--- src/rtl/psu_mgmt_map.svh ---
// Purpose: constants of the supply management port
// Assumes: clk_sys at 125 MHz
// Notes:   times kept in own units, cycle counts derived from them
`ifndef PSU_MGMT_MAP_SVH
`define PSU_MGMT_MAP_SVH
`define CLK_KHZ          125000
`define STRETCH_LIMIT_US 1000
`define STRETCH_LIMIT_CYC (`STRETCH_LIMIT_US * `CLK_KHZ / 1000)
`define TIMEOUT_MS       25
`define TIMEOUT_CYC      (`TIMEOUT_MS * `CLK_KHZ + 1)
`define RECOVERY_MS      10
`define RECOVERY_CYC     (`RECOVERY_MS * `CLK_KHZ)
`define PROG_MS          5
`define PROG_CYC         (`PROG_MS * `CLK_KHZ)
`define STRETCH_CYC      8
`define CTRL_ADDR_BASE   8'hB0
`define EEP_ADDR_BASE    8'hA0
`define ARA_BYTE         8'h19
`define ADDR_SEL_OPEN    2'h3
`define CMD_WP_OFF       8'hA5
`define CMD_WP_ON        8'h5A
`define REG_CTRL         12'h000
`define REG_STATUS       12'h004
`define REG_ALERT        12'h008
`define CTRL_SHUT_BIT    0
`define CTRL_WARN_BIT    1
`define CTRL_RESET       2'h0
`define WP_RESET         1'b1
`define ST_MAIN_BIT      0
`define ST_FAULT_BIT     1
`define ST_WP_BIT        2
`define ST_SEL_LSB       3
`define ST_BUSY_BIT      5
`define ST_SAMPLED_BIT   6
`endif

--- src/rtl/psu_mgmt_pkg.sv ---
// Purpose: types of the supply management port
// Assumes: constants come from psu_mgmt_map.svh
// Notes:   none
package psu_mgmt_pkg;
  typedef enum logic [2:0] {
    S_IDLE, S_ADDR, S_RX, S_ACK, S_TX, S_TXACK, S_IGNORE
  } busState_t;
  typedef enum logic [1:0] {
    TGT_NONE, TGT_CTRL, TGT_EEP, TGT_ARA
  } target_t;
  typedef struct packed {
    logic       scl;
    logic       sda;
    logic       onReqN;
    logic [1:0] sel;
  } pinSample_t;
endpackage : psu_mgmt_pkg

--- src/rtl/pin_sync.sv ---
// Purpose: two-stage synchroniser for pin inputs
// Assumes: inputs asynchronous to clk_sys
// Notes:   first stage feeds only the second
`timescale 1ns/1ps
module pin_sync #(
  parameter int W = 1
) (
  // Clock and reset
  input  wire logic         clk_sys,
  input  wire logic         reset,
  // Data
  input  wire logic [W-1:0] d,
  output logic      [W-1:0] q
);
  logic [W-1:0] meta;

  always_ff @(posedge clk_sys or posedge reset) begin
    if (reset) begin
      meta <= '0;
      q    <= '0;
    end else begin
      meta <= d;
      q    <= meta;
    end
  end
endmodule : pin_sync

--- src/rtl/psu_mgmt_port.sv ---
// Purpose: SMBus target with user memory and APB status
// Assumes: SCL sampled by clk_sys, far below its rate
// Notes:   open-drain pins, drive enable active low
`timescale 1ns/1ps
`include "psu_mgmt_map.svh"
module psu_mgmt_port #(
  parameter int unsigned TIMEOUT_CYC = `TIMEOUT_CYC,
  parameter int unsigned PROG_CYC    = `PROG_CYC,
  parameter int unsigned STRETCH_CYC = `STRETCH_CYC,
  parameter int unsigned MEM_DEPTH   = 256
) (
  // Clock and reset
  input  wire logic        clk_sys,
  input  wire logic        reset,
  // APB
  input  wire logic        psel,
  input  wire logic        penable,
  input  wire logic        pwrite,
  input  wire logic [11:0] paddr,
  input  wire logic [31:0] pwdata,
  output logic      [31:0] prdata,
  output logic             pready,
  output logic             pslverr,
  // SMBus pins
  input  wire logic        sclIn,
  output logic             sclOut,
  output logic             sclDriveN,
  input  wire logic        sdaIn,
  output logic             sdaOut,
  output logic             sdaDriveN,
  // Supply control
  input  wire logic        outputOnRequestN,
  input  wire logic [1:0]  addressSelectPin,
  output logic             mainOutput,
  output logic             faultAlertN
);
  localparam int TW = $clog2(TIMEOUT_CYC + 1);
  localparam int PW = $clog2(PROG_CYC + 1);
  localparam int AW = $clog2(MEM_DEPTH);
  localparam int STR_BOUND = 9;

  psu_mgmt_pkg::pinSample_t pins;
  psu_mgmt_pkg::busState_t  state, next_state;
  psu_mgmt_pkg::target_t    target, next_target;
  logic [7:0]    mem [MEM_DEPTH];
  logic          sclPrev, sdaPrev, start, stop, sclRise, sclFall;
  logic [3:0]    bitCnt, next_bitCnt;
  logic [7:0]    shiftIn, next_shiftIn, txShift, next_txShift;
  logic [7:0]    wrData, next_wrData, statusByte, rdByte;
  logic [AW-1:0] pointer, next_pointer;
  logic [1:0]    byteIdx, next_byteIdx;
  logic          rw, next_rw, wrPending, next_wrPending;
  logic          wpActive, next_wpActive, commit;
  logic          next_sdaDriveN, next_sclDriveN;
  logic [3:0]    stretchCnt, next_stretchCnt;
  logic [TW-1:0] lowCnt, next_lowCnt;
  logic [PW-1:0] progCnt, next_progCnt;
  logic          progBusy;
  logic [1:0]    ctrl, next_ctrl, sampleCnt, next_sampleCnt;
  logic [1:0]    addrSel, next_addrSel;
  logic          addrSampled, next_addrSampled;
  logic          faultLatched, next_faultLatched;
  logic          onReqPrev, evShut, evWarn;
  logic [7:0]    ctrlAddr, eepAddr;
  logic [31:0]   rdMux, next_prdata;
  logic          mapped, next_pready, next_pslverr;

  // ----------------------------------------
  // Pin sampling and bus conditions
  // ----------------------------------------
  pin_sync #(.W(5)) u_sync (
    .clk_sys (clk_sys),
    .reset   (reset),
    .d       ({sclIn, sdaIn, outputOnRequestN, addressSelectPin}),
    .q       (pins)
  );

  // 125 MHz oversamples a 100 kbps clock many times over
  assign sclRise = pins.scl & ~sclPrev;
  assign sclFall = ~pins.scl & sclPrev;
  assign start = pins.scl & sclPrev & sdaPrev & ~pins.sda;
  assign stop  = pins.scl & sclPrev & ~sdaPrev & pins.sda;
  assign evShut = ctrl[`CTRL_SHUT_BIT];
  assign evWarn = ctrl[`CTRL_WARN_BIT];
  assign statusByte = {5'h00, faultLatched, evWarn, evShut};
  assign progBusy = progCnt != '0;
  // Memory pair sits a fixed 0x10 below the controller
  assign ctrlAddr = `CTRL_ADDR_BASE + {5'h00, addrSel, 1'b0};
  assign eepAddr  = `EEP_ADDR_BASE + {5'h00, addrSel, 1'b0};
  assign rdByte = (target == psu_mgmt_pkg::TGT_EEP) ? mem[pointer]
                                                    : statusByte;

  // ----------------------------------------
  // Bus state machine
  // ----------------------------------------
  always_comb begin
    next_state      = state;
    next_target     = target;
    next_bitCnt     = bitCnt;
    next_shiftIn    = shiftIn;
    next_txShift    = txShift;
    next_wrData     = wrData;
    next_pointer    = pointer;
    next_byteIdx    = byteIdx;
    next_rw         = rw;
    next_wrPending  = wrPending;
    next_wpActive   = wpActive;
    next_sdaDriveN  = sdaDriveN;
    next_sclDriveN  = sclDriveN;
    next_stretchCnt = stretchCnt;
    next_progCnt    = progBusy ? progCnt - 1'b1 : progCnt;
    commit          = 1'b0;
    if (state == psu_mgmt_pkg::S_IDLE || pins.scl) begin
      next_lowCnt = '0;
    end else begin
      next_lowCnt = lowCnt + 1'b1;
    end
    if (!sclDriveN) begin
      // Stretch is a short fixed hold, far inside the limit
      next_stretchCnt = stretchCnt + 1'b1;
      if (stretchCnt == 4'(STRETCH_CYC - 1)) begin
        next_sclDriveN = 1'b1;
      end
    end
    if (start) begin
      // Repeated start keeps the location pointer
      next_state     = psu_mgmt_pkg::S_ADDR;
      next_bitCnt    = 4'h0;
      next_wrPending = 1'b0;
      next_sdaDriveN = 1'b1;
      next_sclDriveN = 1'b1;
    end else if (stop) begin
      // Write lands only on Stop, then busy for programming
      if (wrPending && !wpActive) begin
        commit       = 1'b1;
        next_progCnt = PW'(PROG_CYC);
      end
      next_wrPending = 1'b0;
      next_state     = psu_mgmt_pkg::S_IDLE;
      next_sdaDriveN = 1'b1;
      next_sclDriveN = 1'b1;
    end else if (lowCnt == TW'(TIMEOUT_CYC - 1)) begin
      // Abandon at once; recovery is a single cycle
      next_state     = psu_mgmt_pkg::S_IDLE;
      next_wrPending = 1'b0;
      next_sdaDriveN = 1'b1;
      next_sclDriveN = 1'b1;
    end else if (sclRise) begin
      case (state)
        psu_mgmt_pkg::S_ADDR, psu_mgmt_pkg::S_RX: begin
          next_shiftIn = {shiftIn[6:0], pins.sda};
          next_bitCnt  = bitCnt + 1'b1;
        end
        psu_mgmt_pkg::S_TXACK: begin
          if (pins.sda) begin
            next_state = psu_mgmt_pkg::S_IGNORE;
          end
        end
        default: ;
      endcase
    end else if (sclFall) begin
      case (state)
        psu_mgmt_pkg::S_ADDR: begin
          if (bitCnt == 4'h8) begin
            // Upper seven bits address, bit 0 direction
            next_rw      = shiftIn[0];
            next_byteIdx = 2'h0;
            next_target  = psu_mgmt_pkg::TGT_NONE;
            if (!addrSampled) begin
              next_target = psu_mgmt_pkg::TGT_NONE;
            end else if (shiftIn[7:1] == ctrlAddr[7:1]) begin
              next_target = psu_mgmt_pkg::TGT_CTRL;
            end else if (shiftIn[7:1] == eepAddr[7:1] && !progBusy) begin
              // Busy memory ignores the host
              next_target = psu_mgmt_pkg::TGT_EEP;
            end else if (shiftIn == `ARA_BYTE && (evShut || evWarn ||
                         faultLatched)) begin
              next_target = psu_mgmt_pkg::TGT_ARA;
            end
            // Own addresses once the strap is sampled (memory only when not busy), and the alert response byte while an alert is up, are acknowledged
            if (next_target == psu_mgmt_pkg::TGT_NONE) begin
              next_state = psu_mgmt_pkg::S_IGNORE;
            end else begin
              next_state     = psu_mgmt_pkg::S_ACK;
              next_sdaDriveN = 1'b0;
            end
          end
        end
        psu_mgmt_pkg::S_RX: begin
          if (bitCnt == 4'h8) begin
            next_state     = psu_mgmt_pkg::S_ACK;
            next_sdaDriveN = 1'b0;
            if (byteIdx != 2'h2) begin
              next_byteIdx = byteIdx + 1'b1;
            end
            if (target == psu_mgmt_pkg::TGT_CTRL && byteIdx == 2'h0) begin
              // Protection lifted only by its own command
              if (shiftIn == `CMD_WP_OFF) begin
                next_wpActive = 1'b0;
              end else if (shiftIn == `CMD_WP_ON) begin
                next_wpActive = 1'b1;
              end
            end else if (target == psu_mgmt_pkg::TGT_EEP) begin
              if (byteIdx == 2'h0) begin
                next_pointer = shiftIn[AW-1:0];
              end else if (byteIdx == 2'h1) begin
                next_wrData    = shiftIn;
                next_wrPending = 1'b1;
              end else begin
                // Page writes refused; single byte only
                next_state     = psu_mgmt_pkg::S_IGNORE;
                next_sdaDriveN = 1'b1;
              end
            end
          end
        end
        psu_mgmt_pkg::S_ACK, psu_mgmt_pkg::S_TXACK: begin
          next_sdaDriveN = 1'b1;
          next_bitCnt    = 4'h0;
          if (rw) begin
            next_state      = psu_mgmt_pkg::S_TX;
            next_txShift    = {rdByte[6:0], 1'b0};
            next_sdaDriveN  = rdByte[7];
            next_bitCnt     = 4'h1;
            next_sclDriveN  = 1'b0;
            next_stretchCnt = 4'h0;
            if (target == psu_mgmt_pkg::TGT_EEP) begin
              next_pointer = pointer + 1'b1;
            end
          end else begin
            next_state = psu_mgmt_pkg::S_RX;
          end
        end
        psu_mgmt_pkg::S_TX: begin
          if (bitCnt == 4'h8) begin
            next_state     = psu_mgmt_pkg::S_TXACK;
            next_sdaDriveN = 1'b1;
          end else begin
            next_sdaDriveN = txShift[7];
            next_txShift   = {txShift[6:0], 1'b0};
            next_bitCnt    = bitCnt + 1'b1;
          end
        end
        default: ;
      endcase
    end
  end

  // Never drives the clock except to stretch; no own transfers
  always_ff @(posedge clk_sys or posedge reset) begin
    if (reset) begin
      state      <= psu_mgmt_pkg::S_IDLE;
      target     <= psu_mgmt_pkg::TGT_NONE;
      bitCnt     <= 4'h0;
      shiftIn    <= 8'h00;
      txShift    <= 8'h00;
      wrData     <= 8'h00;
      pointer    <= '0;
      byteIdx    <= 2'h0;
      rw         <= 1'b0;
      wrPending  <= 1'b0;
      wpActive   <= `WP_RESET;
      sdaDriveN  <= 1'b1;
      sclDriveN  <= 1'b1;
      stretchCnt <= 4'h0;
      lowCnt     <= '0;
      progCnt    <= '0;
      sclPrev    <= 1'b0;
      sdaPrev    <= 1'b0;
      sclOut     <= 1'b0;
      sdaOut     <= 1'b0;
    end else begin
      state      <= next_state;
      target     <= next_target;
      bitCnt     <= next_bitCnt;
      shiftIn    <= next_shiftIn;
      txShift    <= next_txShift;
      wrData     <= next_wrData;
      pointer    <= next_pointer;
      byteIdx    <= next_byteIdx;
      rw         <= next_rw;
      wrPending  <= next_wrPending;
      wpActive   <= next_wpActive;
      sdaDriveN  <= next_sdaDriveN;
      sclDriveN  <= next_sclDriveN;
      stretchCnt <= next_stretchCnt;
      lowCnt     <= next_lowCnt;
      progCnt    <= next_progCnt;
      sclPrev    <= pins.scl;
      sdaPrev    <= pins.sda;
      sclOut     <= 1'b0;
      sdaOut     <= 1'b0;
    end
  end

  // User memory; the supply itself never reads it
  always_ff @(posedge clk_sys) begin
    if (commit) begin
      mem[pointer] <= wrData;
    end
  end

  // ----------------------------------------
  // Supply control and address strap
  // ----------------------------------------
  always_comb begin
    next_sampleCnt   = sampleCnt;
    next_addrSel     = addrSel;
    next_addrSampled = addrSampled;
    // Wait for the synchroniser to fill, then capture once
    if (!addrSampled) begin
      next_sampleCnt = sampleCnt + 1'b1;
      if (sampleCnt == 2'h3) begin
        next_addrSel     = pins.sel; // open pin reads as 3
        next_addrSampled = 1'b1;
      end
    end
    // New shutdown wins over a clear in the same cycle
    if (evShut) begin
      next_faultLatched = 1'b1;
    end else if (onReqPrev && !pins.onReqN) begin
      next_faultLatched = 1'b0;
    end else begin
      next_faultLatched = faultLatched;
    end
  end

  always_ff @(posedge clk_sys or posedge reset) begin
    if (reset) begin
      sampleCnt    <= 2'h0;
      addrSel      <= `ADDR_SEL_OPEN;
      addrSampled  <= 1'b0;
      faultLatched <= 1'b0;
      onReqPrev    <= 1'b1;
      mainOutput   <= 1'b0;
      faultAlertN  <= 1'b1;
    end else begin
      sampleCnt    <= next_sampleCnt;
      addrSel      <= next_addrSel;
      addrSampled  <= next_addrSampled;
      faultLatched <= next_faultLatched;
      onReqPrev    <= pins.onReqN;
      mainOutput   <= ~pins.onReqN & (addrSampled | sampleCnt[1]);
      faultAlertN  <= ~(evShut | evWarn | faultLatched);
    end
  end

  // ----------------------------------------
  // APB slave, answers in the first access cycle
  // ----------------------------------------
  always_comb begin
    rdMux  = 32'h0000_0000;
    mapped = 1'b1;
    if (paddr == `REG_CTRL) begin
      rdMux[1:0] = ctrl;
    end else if (paddr == `REG_STATUS) begin
      rdMux[`ST_MAIN_BIT]    = mainOutput;
      rdMux[`ST_FAULT_BIT]   = faultLatched;
      rdMux[`ST_WP_BIT]      = wpActive;
      rdMux[`ST_SEL_LSB+:2]  = addrSel;
      rdMux[`ST_BUSY_BIT]    = progBusy;
      rdMux[`ST_SAMPLED_BIT] = addrSampled;
    end else if (paddr == `REG_ALERT) begin
      rdMux[7:0] = statusByte;
    end else begin
      mapped = 1'b0;
    end
    next_pready  = psel & ~penable;
    next_prdata  = prdata;
    next_pslverr = pslverr;
    next_ctrl    = ctrl;
    if (psel && !penable) begin
      next_prdata  = pwrite ? 32'h0000_0000 : rdMux;
      next_pslverr = ~mapped;
    end
    if (psel && penable && pready && pwrite && paddr == `REG_CTRL) begin
      next_ctrl = pwdata[1:0];
    end
  end

  always_ff @(posedge clk_sys or posedge reset) begin
    if (reset) begin
      prdata  <= 32'h0000_0000;
      pready  <= 1'b0;
      pslverr <= 1'b0;
      ctrl    <= `CTRL_RESET;
    end else begin
      prdata  <= next_prdata;
      pready  <= next_pready;
      pslverr <= next_pslverr;
      ctrl    <= next_ctrl;
    end
  end
endmodule : psu_mgmt_port
--- config.mk ---
export PLATFORM = sky130hd
export DESIGN_NAME = psu_mgmt_port
export DESIGN_NICKNAME = d
export VERILOG_FILES = /design/src/rtl/psu_mgmt_pkg.sv /design/src/rtl/pin_sync.sv /design/src/rtl/psu_mgmt_port.sv
export VERILOG_INCLUDE_DIRS = /design/src /design/src/rtl
export SDC_FILE = /design/constraint.sdc
export NUM_CORES = 2
export LEC_CHECK = 0
export ABC_AREA = 0
export BUFFER_PORTS_ARGS = -buffer_cell sky130_fd_sc_hd__buf_2
export CAP_MARGIN = 15
export CORE_ASPECT_RATIO = 1.4
export CORE_UTILIZATION = 30
export DETAILED_ROUTE_END_ITERATION = 16
export GPL_ROUTABILITY_DRIVEN = 0
export GPL_TIMING_DRIVEN = 0
export HOLD_SLACK_MARGIN = 0.08
export SETUP_SLACK_MARGIN = 0.02
export SKIP_LAST_GASP = 1
export SYNTH_ARGS = -nofsm -noshare
export SYNTH_HDL_FRONTEND = slang
export SYNTH_SLANG_ARGS = --single-unit
export TNS_END_PERCENT = 1
--- constraint.sdc ---
create_clock -name clk_sys -period 3.73 [get_ports clk_sys]
set_clock_uncertainty 0.1 [all_clocks]
set_input_delay 0.1865 -clock clk_sys [delete_from_list [all_inputs] [get_ports clk_sys]]
set_output_delay 0.1865 -clock clk_sys [all_outputs]
set_load 0.005 [all_outputs]
After elaboration in Yosys (flattened, before gate mapping)
Memories as Yosys holds them, arrays and structs flattened.
Cells that the tools add are included.
{"block": "classes", "reduce_logical": 51, "n_addsub": 9, "bitwise": 27, "n_eq_ne": 44, "mux": 119}
{"cell": "two-way mux 20 bit", "count": 4}
{"cell": "two-way mux 8 bit", "count": 10}
{"cell": "two-way mux 4 bit", "count": 15}
{"cell": "two-way mux 3 bit", "count": 17}
{"cell": "two-way mux 1 bit", "count": 49}
{"cell": "one-hot mux 8 bit (2 select lines)", "count": 2}
{"cell": "two-way mux 2 bit", "count": 15}
{"cell": "!= test 2 bit, second input constant", "count": 12}
{"cell": "nonzero test 4 bit", "count": 6}
{"cell": "adder 22 x 1 -> 22 bit, second input constant", "count": 1}
{"cell": "equality test 22 bit, second input constant", "count": 1}
{"cell": "two-way mux 22 bit", "count": 1}
{"cell": "nonzero test 20 bit", "count": 1}
{"cell": "subtractor 20 x 1 -> 20 bit, second input constant", "count": 1}
{"cell": "!= test 6 bit, second input constant", "count": 3}
{"cell": "AND reduction 9 bit", "count": 2}
{"cell": "adder 8 x 3 -> 8 bit, first input constant", "count": 2}
{"cell": "AND reduction 8 bit", "count": 2}
{"cell": "!= test 5 bit, second input constant", "count": 3}
{"cell": "NOT 1 bit", "count": 15}
{"cell": "equality test 7 bit", "count": 2}
{"cell": "AND reduction 7 bit", "count": 2}
{"cell": "equality test 12 x 3 -> 1 bit, second input constant", "count": 1}
{"cell": "equality test 12 x 4 -> 1 bit, second input constant", "count": 1}
{"cell": "42 further kinds", "count": 82}
{"block": "word_totals", "ram_bits": 2048, "ff_bits": 151, "memories": 1, "inputBits": 54, "wordCells": 282}
{"memory": "mem", "depth": 256, "width": 8, "read_ports": 1, "rd_ports_with_merged_regs": 0, "wr": 1, "line": "psu_mgmt_port.sv:45", "rtl": "logic [7:0] mem [MEM_DEPTH];"}

Longest topological paths before layout
{"block": "depth", "word_depth": 23, "mapped_depth": 13, "mapped_depth_nobuf": 10}

Modules after synthesis
A second synthesis with hierarchy kept.
{"block": "unflattened", "hier_cells": 4293, "hier_area_um2": 85787.3}
{"module": "psu_mgmt_port", "cells_each": 4282, "instances": 1, "area_per_inst_um2": 85533.3, "seq_area_each_um2": 64385.5}
{"module": "pin_sync", "cells_each": 11, "instances": 1, "area_per_inst_um2": 254.0, "seq_area_each_um2": 250.2}

Worst setup path after synthesis
No wires, ideal clock.
{"block": "synth_timing", "path_kind": "register to register", "startpoint": "register wrData[0]", "endpoint": "memory mem[0][0], data pin", "stages_incl_launch_ff": 1, "synth_period_minus_slack_ps": 4084, "slack_ps": -354, "required_ps": 2827, "t_arrival_ps": 3181, "setup_ps": 803, "cell_sequence": "dfrtp_1"}
{"element": "start: declaration", "line": "psu_mgmt_port.sv:49", "rtl": "logic [7:0] wrData, next_wrData, statusByte, rdByte;"}
{"element": "start signal: assignment", "line": "psu_mgmt_port.sv:278", "rtl": "wrData <= next_wrData;"}
{"element": "end: declaration", "line": "psu_mgmt_port.sv:45"}
Straight into the memory's write port.

Worst setup path in the final report
{"block": "layout_timing", "startpoint": "register pointer[3]", "endpoint": "memory mem[75][1] (enable)"}
{"element": "start: declaration", "line": "psu_mgmt_port.sv:50", "rtl": "logic [AW-1:0] pointer, next_pointer;"}
{"element": "start signal: assignment", "line": "psu_mgmt_port.sv:279", "rtl": "pointer <= next_pointer;"}
Straight into the memory's write port.

==> out/results.ini <==
[global_routing]
grt_max_degree = 105
grt_pass1_wl_um = 409000
grt.total_usage = 0.212
antenna_found_initial = 15
grt_pass1_vias = 46000
grt-ovfl-total = 0

[routing]
dr_wl_met3_um = 32500
dr_wl_met2_um = 145000
num_vias = 47500
wl_per_cell_um = 36.5
wirelength_um = 308000
topRoutingLayerUsed = met5
dr.pass1.iters = 9
drc = 0
antenna_left = 0
wl_met1_um = 102000
via_per_inst = 5.62
drt-initial-drc-count = 7401

[timing]
report.final.slew_viol_count = 0
hold_viol_final = 0
maxSlewHeadroom = 0.257
worst_slew_pin_slew_ps = 1110
tns_ps = -320810
rsz0062_at_grt = true
finalCritPeriodShare = 1.11
fmax_mhz = 242
setup_violations = 1769
fin_crit_ps = 4140
fin_hold_ws_ps = 178
setup_ws_ps = -406

[die]
start_util = 0.302
die_x_um = 454
placementRows = 231
core_area_sq_um = 283000
die_area_sq_um = 288000
io_pins = 94
die_y_um = 634

[power_and_ir_drop]
finalPower_uw = 47400
leakage_uw = 0.0255
p_per_area_nw_per_um2 = 465
ir_drop_mv = 0.321

[yosys]
synth.most_common_cell = edfxtp_1
synthArstFlopShare = 0.0575
synth_cell_type_count = 70
synth_common_cells = 2048 x edfxtp_1, 581 x mux4_2, 340 x nor2_1
synthFlopType = edfxtp_1
syn_inst = 4157
synth_top_area_share = 0.718
syn_area_per_cell_sq_um = 20.6
synth_warnings = 0
yosys-top-cells-area = edfxtp_1 72%, mux4_2 15%, dfrtp_1 3.4%
netlist_area_sq_um = 85700
synth-seq-area-share = 0.755
synth_edf_count = 2048
yosysTopAreaCell = edfxtp_1
ys_ff_latch = 2173

[clock_tree]
clockBufferDepth = 4
cts_tree = yes
clock-sinks = 2173
clkLatencyLatePin_ps = 920
clkTransAtPathRegs_ps = 70
cts_buffers = 205
cts.htree.levels = 4
cts_root_buf = clkbuf_16

[critical_path]
start_kind = flip-flop
r2r_cells = 6
criticalPathCategory = reg2reg
cp.arrival_ps = 4530
end_kind = flip-flop
path_max_fanout = 11
required_ps = 4130

[run]
maxCapViolations = 0

[hold_path]
whs_path_depth = 4
min_path_type = in2reg

[status]
violations = negative setup slack
outcome = complete, but fails checks

[cells_and_area]
drive_gt1_frac = 0.328
num-nets-final = 4627
postLayoutCoreUtil = 0.360
syn_to_final_growth_pct = 19.0

[place]
dp_slack_ps = -3150
port_buffers = 36
hpwl_um = 204000

==> final timing paths <==
check / to / slack (ps) / from
min in group asynchronous: byteIdx[0] / 440 / reset
setup reg to reg: mem[75][1] / -410 / pointer[3]
hold reg to reg: u_sync.q[4] / 250 / u_sync.meta[4]
setup / recovery: mem[75][1] / -410 / pointer[3]
hold / removal: prdata[1] / 180 / paddr[2]
max in group asynchronous: lowCnt[2] / 2310 / reset
==> through the flow <==
step | cells | instance area, sq um
2_1_floorplan | 4183 | 85800
3_3_place_gp | 7947 | 90600
3_5_place_dp | 8000 | 91800
4_1_cts | 8405 | 101000
5_1_grt | 8443 | 102000
6_report | 8460 | 102000
==> sequential cells by signal, indices dropped and copies added (netlist names), 3 cells and up <==
signal       cells
progCnt         20
stretchCnt       4
txShift          7
wrData           8
u_sync.q         5
bitCnt           4
u_sync.meta      5
state            3
shiftIn          8
pointer          8
prdata           7
mem           2048
lowCnt          22
==> layout make-up <==
class | count | area [sq um]
diodes | 18 | 45.0
plain buffers | 258 | 2850
clock buffers | 246 | 5320
clock inverters | 120 | 1030
fillers | 25900 | 181000
inverters | 26 | 113
multi-input cells | 1724 | 21200
flip-flops and latches | 2173 | 64700
well taps | 3728 | 4660
repair buffers | 167 | 2000
==> cell families (layout without fill, tap and decap cells) <==
family | after synthesis | after routing | synth area share
and+or+nand+nor | 726 | 726 | 0.0376
xor gates and xnor gates | 36 | 36 | 0.00368
AOI/OAI and AO/OA | 242 | 242 | 0.0191
muxes | 675 | 675 | 0.164
DFF | 2173 | 2173 | 0.755
adders and majority gates | 18 | 18 | 0.00263
buffers and inverters | 286 | 817 | 0.0182
other | 1 | 45 | 0.0000438
==> placed cells by master, fill, tap and decap left out, types with 15 or more instances in the layout <==
cell type         n
buf_16           36
buf_6            32
mux2_2           26
mux2i_1          52
nor2_2           69
buf_8            52
inv_1            22
diode_2          18
o21ai_0          43
nand2_1         145
nand4_1          17
clkbuf_2         31
conb_1           27
xor2_1           21
buf_12           53
dlygate4sd3_1    28
a22oi_1          33
nand3_1          67
buf_4            79
nor2_4          144
a21oi_1          51
clkinv_2         42
nor2b_1          19
nor3_1           23
dfrtp_1         110
xnor2_1          15
clkbuf_4         18
clkbuf_1         84
ha_1             16
a32oi_1          20
edfxtp_1       2048
clkinv_1         44
mux4_2          581
buf_2            44
nor2_1          127
clkbuf_16       207
==> critical path, cell delays in order (launching register included) <==
cell,delay [ps]
dfrtp_1,470
clkbuf_4,400
nor2b_1,220
clkbuf_2,630
nand2_1,620
clkbuf_4,630
nor2_2,620
==> power by group <==
| group | switching, uW | internal, uW | leakage (uW) | total [uW] |
|---|---|---|---|---|
| logic | 160 | 148 | 0.00668 | 308 |
| registers | 147 | 26300 | 0.0157 | 26500 |
| clock network | 9450 | 11100 | 0.00310 | 20600 |
| total | 9750 | 37600 | 0.0255 | 47400 |
==> what timing repair did <==
action,in CTS,in global routing
buffers inserted,13,36
hold buffers,28,0
resized for setup,654,187
setup endpoints to repair,2060,1853
endpoints found under the hold margin,141,0
pin swaps,11,1
==> per-layer routing <==
layer	track usage	vias up
met5	0.00306	-
met4	0.165	6
met3	0.0554	1029
met2	0.340	3426
met1	0.241	25100
li1	-	17900
(Power assumes the default switching activity.)
